## src/design/uart_status_pkg.sv

```systemverilog
/*
 * Shared constants for the UART modem-control, line-status and
 * interrupt-enable block: byte addresses, bit positions, reset values,
 * interrupt identification codes and the break detector states.
 * Assumes a 32-bit APB register bus and a baud-rate tick from the
 * divisor logic that sits outside this block.
 */
package uart_status_pkg;

    // Byte addresses of the registers kept here
    localparam logic [31:0] LINE_STATUS_ADDR = 32'h0fff0814;
    localparam logic [31:0] IRQ_ENABLE_ADDR  = 32'hffff0804;
    localparam logic [31:0] MODEM_LOOP_ADDR  = 32'hffff0810;

    // Modem and loopback control fields
    localparam int MCR_DTR_BIT  = 0;
    localparam int MCR_RTS_BIT  = 1;
    localparam int MCR_LOOP_BIT = 4;

    // Line status fields
    localparam int LSR_DR_BIT   = 0;
    localparam int LSR_OE_BIT   = 1;
    localparam int LSR_PE_BIT   = 2;
    localparam int LSR_FE_BIT   = 3;
    localparam int LSR_BI_BIT   = 4;
    localparam int LSR_TX_HOLDING_EMPTY_BIT = 5;
    localparam int LSR_TRANSMITTER_FULLY_EMPTY_BIT = 6;

    // Interrupt enable fields
    localparam int IEN_RXFULL_BIT = 0;
    localparam int IEN_TXEMPTY_BIT = 1;
    localparam int IEN_LINE_BIT   = 2;

    // Reset values
    localparam logic [7:0] LINE_STATUS_RESET = 8'h60;
    localparam logic [7:0] IRQ_ENABLE_RESET  = 8'h00;
    localparam logic [7:0] MODEM_LOOP_RESET  = 8'h00;

    // Identification codes: bits 2:1 source, bit 0 low while pending
    localparam logic [2:0] IDENT_NONE    = 3'h1;
    localparam logic [2:0] IDENT_LINE    = 3'h6;
    localparam logic [2:0] IDENT_RXFULL  = 3'h4;
    localparam logic [2:0] IDENT_TXEMPTY = 3'h2;
    localparam logic [2:0] IDENT_MODEM   = 3'h0;

    // Longest frame in bit times: start, 8 data, parity, 2 stop
    localparam logic [3:0] BREAK_BIT_TIMES = 4'hc;

    // Break detector states, Gray coded along idle -> counting -> held
    typedef enum logic [1:0] {
        BRK_IDLE     = 2'b00,
        BRK_COUNTING = 2'b01,
        BRK_HELD     = 2'b11
    } brk_state_t;

endpackage

```

## src/design/line_break_detect.sv

```systemverilog
/*
 * Break detector: watches the (possibly looped) receive level and gives
 * one pulse when it has stayed low for longer than the longest frame.
 * Assumes bit_tick pulses once per bit period, synchronous to pclk.
 */
`timescale 1ns/10ps
module line_break_detect (
    // Clock and reset
    input  wire logic pclk,
    input  wire logic presetn,
    // Line side
    input  wire logic rx_level,
    input  wire logic bit_tick,
    // Event out
    output logic      break_pulse
);

    uart_status_pkg::brk_state_t state_reg;
    uart_status_pkg::brk_state_t state_next;
    logic [3:0]                  low_count_reg;
    logic [3:0]                  low_count_next;
    logic                        pulse_next;

    // Count whole bit times spent low; one pulse per break, then wait for idle
    always_comb begin
        state_next     = state_reg;
        low_count_next = low_count_reg;
        pulse_next     = 1'b0;
        case (state_reg)
            uart_status_pkg::BRK_IDLE: begin
                low_count_next = 4'h0;
                if (!rx_level) begin
                    state_next = uart_status_pkg::BRK_COUNTING;
                end
            end
            uart_status_pkg::BRK_COUNTING: begin
                if (rx_level) begin
                    state_next = uart_status_pkg::BRK_IDLE;
                end else if (bit_tick) begin
                    if (low_count_reg == uart_status_pkg::BREAK_BIT_TIMES) begin
                        state_next = uart_status_pkg::BRK_HELD;
                        pulse_next = 1'b1;
                    end else begin
                        low_count_next = low_count_reg + 4'h1;
                    end
                end
            end
            uart_status_pkg::BRK_HELD: begin
                if (rx_level) begin
                    state_next = uart_status_pkg::BRK_IDLE;
                end
            end
            default: begin
                state_next = uart_status_pkg::BRK_IDLE;
            end
        endcase
    end

    // State, counter and pulse flops
    always_ff @(posedge pclk or negedge presetn) begin
        if (!presetn) begin
            state_reg     <= uart_status_pkg::BRK_IDLE;
            low_count_reg <= 4'h0;
            break_pulse   <= 1'b0;
        end else begin
            state_reg     <= state_next;
            low_count_reg <= low_count_next;
            break_pulse   <= pulse_next;
        end
    end

endmodule

```

## src/design/uart_status_modem_irq_enable.sv

```systemverilog
/*
 * UART modem/loopback control, line status and interrupt enable registers
 * behind an APB slave, with the status flags, the pin drivers and the
 * prioritised interrupt request.
 * Assumes the transmitter, receiver, divisor latches and line control
 * live elsewhere and report to this block through one-cycle pulses and
 * levels synchronous to pclk.
 */
`timescale 1ns/10ps
module uart_status_modem_irq_enable (
    // Clock and reset
    input  wire logic        pclk,
    input  wire logic        presetn,
    // APB slave
    input  wire logic [31:0] paddr,
    input  wire logic        psel,
    input  wire logic        penable,
    input  wire logic        pwrite,
    input  wire logic [31:0] pwdata,
    output logic      [31:0] prdata,
    output logic             pready,
    output logic             pslverr,
    // Shared with line control and divisor logic
    input  wire logic        divisor_access_select,
    input  wire logic        bit_tick,
    // Transmitter events
    input  wire logic        tx_write,
    input  wire logic        tx_holding_taken,
    input  wire logic        tx_shift_busy,
    input  wire logic        shifter_tx_bit,
    // Receiver events
    input  wire logic        rx_char_loaded,
    input  wire logic        rx_read,
    input  wire logic        stop_bit_bad,
    input  wire logic        parity_bad,
    // Interrupt identification and modem status
    input  wire logic        ident_read,
    input  wire logic        modem_status_pending,
    output logic       [2:0] irq_ident,
    output logic             irq_out,
    // Serial pins and receiver feed
    input  wire logic        serial_rx_in,
    output logic             serial_tx_out,
    output logic             rts_n,
    output logic             dtr_n,
    output logic             rx_line_to_receiver
);

    // Control registers
    logic       loop_reg;
    logic       rts_reg;
    logic       dtr_reg;
    logic [2:0] ien_reg;

    // Status flags
    logic       dr_reg;
    logic       oe_reg;
    logic       pe_reg;
    logic       fe_reg;
    logic       bi_reg;
    logic       tx_holding_empty_reg;
    logic       transmitter_fully_empty_reg;
    logic       txe_acked_reg;

    // Bus decode
    wire        setup_phase = psel & ~penable;
    wire        access_done = psel & penable & pready;
    wire        sel_lsr     = (paddr == uart_status_pkg::LINE_STATUS_ADDR);
    wire        sel_ien     = (paddr == uart_status_pkg::IRQ_ENABLE_ADDR);
    wire        sel_mcr     = (paddr == uart_status_pkg::MODEM_LOOP_ADDR);
    wire        addr_hit    = sel_lsr | sel_ien | sel_mcr;
    // The enable register shares its address with the divisor high byte
    wire        ien_visible = sel_ien & ~divisor_access_select;
    wire        wr_mcr      = access_done & pwrite & sel_mcr;
    wire        wr_ien      = access_done & pwrite & ien_visible;
    wire        lsr_read    = access_done & ~pwrite & sel_lsr;

    // Assembled register views; reserved bits read as zero
    wire  [7:0] lsr_view = {1'b0, transmitter_fully_empty_reg, tx_holding_empty_reg, bi_reg, fe_reg, pe_reg, oe_reg, dr_reg};
    wire  [7:0] mcr_view = {3'h0, loop_reg, 2'h0, rts_reg, dtr_reg};
    wire  [7:0] ien_view = {5'h00, ien_reg};
    wire  [7:0] rd_byte  = sel_lsr     ? lsr_view :
                           sel_mcr     ? mcr_view :
                           ien_visible ? ien_view : 8'h00;

    // Zero-wait answer: pready rises in the access phase of every transfer
    always_ff @(posedge pclk or negedge presetn) begin
        if (!presetn) begin
            pready  <= 1'b0;
            pslverr <= 1'b0;
            prdata  <= 32'h00000000;
        end else begin
            pready  <= setup_phase;
            pslverr <= setup_phase & ~addr_hit;
            prdata  <= (setup_phase & ~pwrite) ? {24'h000000, rd_byte} : 32'h00000000;
        end
    end

    // Control writes keep only the defined bits, so stray ones do no harm
    always_ff @(posedge pclk or negedge presetn) begin
        if (!presetn) begin
            loop_reg <= uart_status_pkg::MODEM_LOOP_RESET[uart_status_pkg::MCR_LOOP_BIT];
            rts_reg  <= uart_status_pkg::MODEM_LOOP_RESET[uart_status_pkg::MCR_RTS_BIT];
            dtr_reg  <= uart_status_pkg::MODEM_LOOP_RESET[uart_status_pkg::MCR_DTR_BIT];
            ien_reg  <= uart_status_pkg::IRQ_ENABLE_RESET[2:0];
        end else begin
            if (wr_mcr) begin
                loop_reg <= pwdata[uart_status_pkg::MCR_LOOP_BIT];
                rts_reg  <= pwdata[uart_status_pkg::MCR_RTS_BIT];
                dtr_reg  <= pwdata[uart_status_pkg::MCR_DTR_BIT];
            end
            if (wr_ien) begin
                ien_reg <= pwdata[2:0];
            end
        end
    end

    // Pins: loopback parks the line high and feeds the shifter back inward
    always_ff @(posedge pclk or negedge presetn) begin
        if (!presetn) begin
            serial_tx_out       <= 1'b1;
            rts_n               <= 1'b1;
            dtr_n               <= 1'b1;
            rx_line_to_receiver <= 1'b1;
        end else begin
            serial_tx_out       <= loop_reg | shifter_tx_bit;
            rts_n               <= ~rts_reg;
            dtr_n               <= ~dtr_reg;
            rx_line_to_receiver <= loop_reg ? shifter_tx_bit : serial_rx_in;
        end
    end

    // Break detection works on the line the receiver actually sees
    logic break_pulse;

    line_break_detect u_break (
        .pclk        (pclk),
        .presetn     (presetn),
        .rx_level    (rx_line_to_receiver),
        .bit_tick    (bit_tick),
        .break_pulse (break_pulse)
    );

    // Transmit side: empty flags fall on a write and return as data moves on
    wire tx_holding_empty_next = tx_holding_taken | (tx_holding_empty_reg & ~tx_write);
    wire transmitter_fully_empty_next = tx_holding_empty_next & ~tx_shift_busy & ~tx_write;

    always_ff @(posedge pclk or negedge presetn) begin
        if (!presetn) begin
            tx_holding_empty_reg <= uart_status_pkg::LINE_STATUS_RESET[uart_status_pkg::LSR_TX_HOLDING_EMPTY_BIT];
            transmitter_fully_empty_reg <= uart_status_pkg::LINE_STATUS_RESET[uart_status_pkg::LSR_TRANSMITTER_FULLY_EMPTY_BIT];
        end else begin
            tx_holding_empty_reg <= tx_holding_empty_next;
            transmitter_fully_empty_reg <= transmitter_fully_empty_next;
        end
    end

    // Only flags that this read actually returned are cleared; one that rose
    // after the setup edge missed the returned byte and waits for the next read
    wire oe_shown = prdata[uart_status_pkg::LSR_OE_BIT];
    wire pe_shown = prdata[uart_status_pkg::LSR_PE_BIT];
    wire fe_shown = prdata[uart_status_pkg::LSR_FE_BIT];
    wire bi_shown = prdata[uart_status_pkg::LSR_BI_BIT];

    // Receive flags: a new event in the clearing cycle wins over the clear
    wire dr_next = rx_char_loaded | (dr_reg & ~rx_read);
    wire oe_next = (rx_char_loaded & dr_reg) | (oe_reg & ~(lsr_read & oe_shown));
    wire pe_next = parity_bad | (pe_reg & ~(lsr_read & pe_shown));
    wire fe_next = stop_bit_bad | (fe_reg & ~(lsr_read & fe_shown));
    wire bi_next = break_pulse | (bi_reg & ~(lsr_read & bi_shown));

    always_ff @(posedge pclk or negedge presetn) begin
        if (!presetn) begin
            dr_reg <= 1'b0;
            oe_reg <= 1'b0;
            pe_reg <= 1'b0;
            fe_reg <= 1'b0;
            bi_reg <= 1'b0;
        end else begin
            dr_reg <= dr_next;
            oe_reg <= oe_next;
            pe_reg <= pe_next;
            fe_reg <= fe_next;
            bi_reg <= bi_next;
        end
    end

    // Interrupt sources; break is not among the line-error causes
    wire line_pend = ien_reg[uart_status_pkg::IEN_LINE_BIT] & (oe_reg | pe_reg | fe_reg);
    wire rx_pend   = ien_reg[uart_status_pkg::IEN_RXFULL_BIT] & dr_reg;
    wire tx_pend   = ien_reg[uart_status_pkg::IEN_TXEMPTY_BIT] & tx_holding_empty_reg & ~txe_acked_reg;

    // Fixed priority: line errors, receive full, transmit empty, modem
    wire [2:0] ident_next = line_pend            ? uart_status_pkg::IDENT_LINE    :
                            rx_pend              ? uart_status_pkg::IDENT_RXFULL  :
                            tx_pend              ? uart_status_pkg::IDENT_TXEMPTY :
                            modem_status_pending ? uart_status_pkg::IDENT_MODEM   :
                                                   uart_status_pkg::IDENT_NONE;

    // Reading the identification while it names transmit-empty acknowledges
    // it; the next transmit write re-arms it, so one ack covers one empty spell
    wire txe_ack_next = (ident_read & (irq_ident == uart_status_pkg::IDENT_TXEMPTY))
                      | (txe_acked_reg & ~tx_write);

    always_ff @(posedge pclk or negedge presetn) begin
        if (!presetn) begin
            txe_acked_reg <= 1'b0;
            irq_ident     <= uart_status_pkg::IDENT_NONE;
            irq_out       <= 1'b0;
        end else begin
            txe_acked_reg <= txe_ack_next;
            irq_ident     <= ident_next;
            irq_out       <= ~ident_next[0];
        end
    end
endmodule

```

## config.mk

```make
export PLATFORM = sky130hd
export DESIGN_NAME = uart_status_modem_irq_enable
export DESIGN_NICKNAME = d
export VERILOG_FILES = /design/src/design/uart_status_pkg.sv /design/src/design/line_break_detect.sv /design/src/design/uart_status_modem_irq_enable.sv
export SDC_FILE = /design/constraint.sdc
export NUM_CORES = 1
export LEC_CHECK = 0
export BUFFER_PORTS_ARGS = -buffer_cell sky130_fd_sc_hd__buf_2
export CAP_MARGIN = 40
export CORE_MARGIN = 5
export CORE_UTILIZATION = 42
export DETAILED_ROUTE_END_ITERATION = 7
export PLACE_DENSITY = 0.79
export SYNTH_ARGS = -nofsm -noshare
export SYNTH_HDL_FRONTEND = slang
export SYNTH_HIERARCHICAL = 1
export SYNTH_SLANG_ARGS = --single-unit
```

## constraint.sdc

```tcl
create_clock -name pclk -period 1.8 [get_ports pclk]
set_input_delay 0.27 -clock pclk [delete_from_list [all_inputs] [get_ports pclk]]
set_output_delay 0.27 -clock pclk [all_outputs]
set_load 0.02 [all_outputs]
```

==> run summary <==
result of the run: complete, no violations
initial antenna violation count: 0
final hold viol count: 0
max reg flops: 7
worst-skew pair later-pin latency: 0.29 ns
area of the multi-input gates: 815 sq um
crit-path cells: buf_2 -> nor4b_1 -> nand4_2 -> or4_1 -> a21o_1
Post-DP Area: 0.00230 sq mm
Post-synth EDFFs: 0
drt first pass iters: 4
Clock Path Buffers: 2
cts repair resizes: 0
Power Internal: 1.26 mW
CTS H-tree depth: 2
Seq/Total Area, Yosys: 0.495
ys async rst share: 1.00
dpl cells: 301
max_cap viols: 0
pin count of the biggest net entering global routing: 39
Avg WL per Cell: 13.9 microns
Syn-to-layout area delta: 23.7%
Routed WL: 4.31 mm
Post-DP HPWL: 3.38 mm
Worst Skew: 0.0103 ns
FF+latch count, synth: 38
CTS Hold Bufs: 1
final period utilization: 0.925
final setup fails: 0
remaining antenna violation count after routing: 0
Post-Syn Area: 0.00194 sq mm
Pleak: 1.22 nW
Cells after Synth: 177
total global-route track usage: 0.142
ratio of cells with drive above 1 in the final layout: 0.384
grt ovf: 0
critical path type: in2reg
DIE AREA: 0.00607 sq mm
Post-synth top cells: dfrtp_1 (31), buf_4 (25), inv_1 (11)
postcts setup bufs: 0
CTS tree: built
# rows: 24
minimum clock period: 1.67 ns
Switch Pwr: 0.407 mW
Initial Utilization: 0.439
most instantiated library cell after synthesis: dfrtp_1
fin. max-slew vios: 0
delay-heaviest family, CP: simple AND/OR/NAND/NOR gates
DR vias/cell: 5.05
Crit-path slowest cell: or4_1
hold path depth: 2
Die Y: 77.9 microns
GPL Wtd Cong: 0.802
Register Area: 960 sq um
register share of total power: 0.530
Worst EP required: 1.97 ns
final setup TNS: 0 ns
Logic pwr share: 0.118
clk root buf: clkbuf_8
post-synthesis area per instance: 10.9 sq um
dominant synthesized flop cell: dfrtp_1
DRC: 0
PD cells: 696 mW/mm^2
Num CTS Buffers: 5
core area: 0.00441 sq mm
clock power share: 0.351
filler instances: 395
Top Ports: 124
n_diodes: 0
clock-pin transition on the worst setup and hold timing paths: 0.07 ns
Levels on crit path: 5
nets: 341
switching fraction of total power: 0.244
CTS sink cnt: 38
worst path bufs/invs: 1
Crit. End Element: flop
Unique masters post-synth: 46
Yosys top cell area share: 0.401
Yosys Warn Count: 6
critical path peak fanout: 8
global-route wire length before repair: 7.01 mm
RSZ-0062 raised after global routing: false
top cell type by total area after synthesis: dfrtp_1
non-filler instance count after layout: 310
vias post-DR: 1565
f_max: 601 MHz
Hold Crit Class: in2reg
VDD IR max: 462 uV
slowest stage delay, CP: 0.64 ns
synth top area cells: dfrtp_1 (40%), buf_4 (9.7%), dfstp_2 (9.5%)
die width: 77.9 microns
design area: 0.00240 sq mm
vias in the first global route: 1539
Critical Path Start Type: primary input
detailed router's first-iteration violation count: 70
CP Data Arrival Time: 1.84 ns
port bufs: 70
reg2reg path depth: 5
placed cells by master, fill, tap and decap left out, drive strengths merged, types with 2 or more instances in the layout:
cell,Yosys,layout
ha,2,2
buf,26,77
dfrtp,31,31
nor2,5,5
nor4,6,6
o211ai,3,3
dfstp,7,7
nand3b,4,4
inv,11,11
and3,5,5
mux2,7,7
nand4,4,4
nand2,10,10
a22oi,2,2
conb,1,25
or3,2,2
o2bb2ai,2,2
and4,4,4
o41ai,2,2
a21oi,3,3
o311ai,3,3
a32oi,2,2
clkbuf,3,8
a21o,6,6
nand3,3,3
or2,3,3
nor3b,2,2
or4,5,5
nand2b,2,2
nor4b,2,2
metrics by stage:
step                      setup slack, ns  utilization  hold slack, ns  power, mW
after CTS                           0.134        0.543          0.0880       1.68
after global placement             -0.150        0.520           0.247       1.09
final                               0.135        0.543          0.0903       1.67
after global routing              0.00678        0.543          0.0887       1.74
after floorplan                    0.0765            -         -0.0256       1.03
after detailed placement           -0.160        0.520           0.250       1.10
path summary, 6_finish.rpt:
| check | slack, ns | end | from |
|---|---|---|---|
| max | 0.13 | fe_reg | paddr[13] |
| min | 0.09 | transmitter_fully_empty_reg | tx_shift_busy |
| max reg2reg | 0.18 | u_break/low_count_reg[0] | u_break/low_count_reg[0] |
| min reg2reg | 0.42 | rts_n | rts_reg |
| max in group asynchronous | 1.06 | rts_n | presetn |
| min in group asynchronous | 0.47 | prdata[5] | presetn |
final cells by class:
cell class,instances,area share
timing repair buffer,78,0.178
clock buffer,8,0.0376
inverter,11,0.0172
tap,52,0.0272
sequential,38,0.401
multi-input combinational,123,0.340
kinds of logic (layout without fill, tap and decap cells):
| group | after synthesis | count (layout) | share of synthesized area |
|---|---|---|---|
| adder cells (fa/ha/maj) | 2 | 2 | 0.0129 |
| AND/OR/NAND/NOR | 62 | 62 | 0.212 |
| XOR/XNOR | 1 | 1 | 0.00452 |
| AO/OA/AOI/OAI | 26 | 26 | 0.102 |
| other | 1 | 25 | 0.00194 |
| multiplexers | 7 | 7 | 0.0407 |
| buffers and inverters | 40 | 97 | 0.130 |
| flip-flops | 38 | 38 | 0.495 |
layer usage:
layer / up-vias / wire length, microns / global-route usage / share of wire
li1: 749 / - / - / -
met1: 751 / 1720 / 0.168 / 0.40
met2: 59 / 2160 / 0.244 / 0.50
met3: 6 / 358 / 0.0440 / 0.083
met4: 0 / 60 / 0.0456 / 0.014
met5: - / 0 / 0 / 0
power by group through the flow:
stage          clock network, mW  registers, mW  logic (mW)
3_3_place_gp                   0          0.899       0.193
3_5_place_dp                   0          0.900       0.195
2_1_floorplan                  0          0.907       0.128
5_1_grt                    0.636          0.886       0.221
6_report                   0.586          0.885       0.197
4_1_cts                    0.596          0.885       0.198
Note: power is estimated with default switching activity, not from simulation.
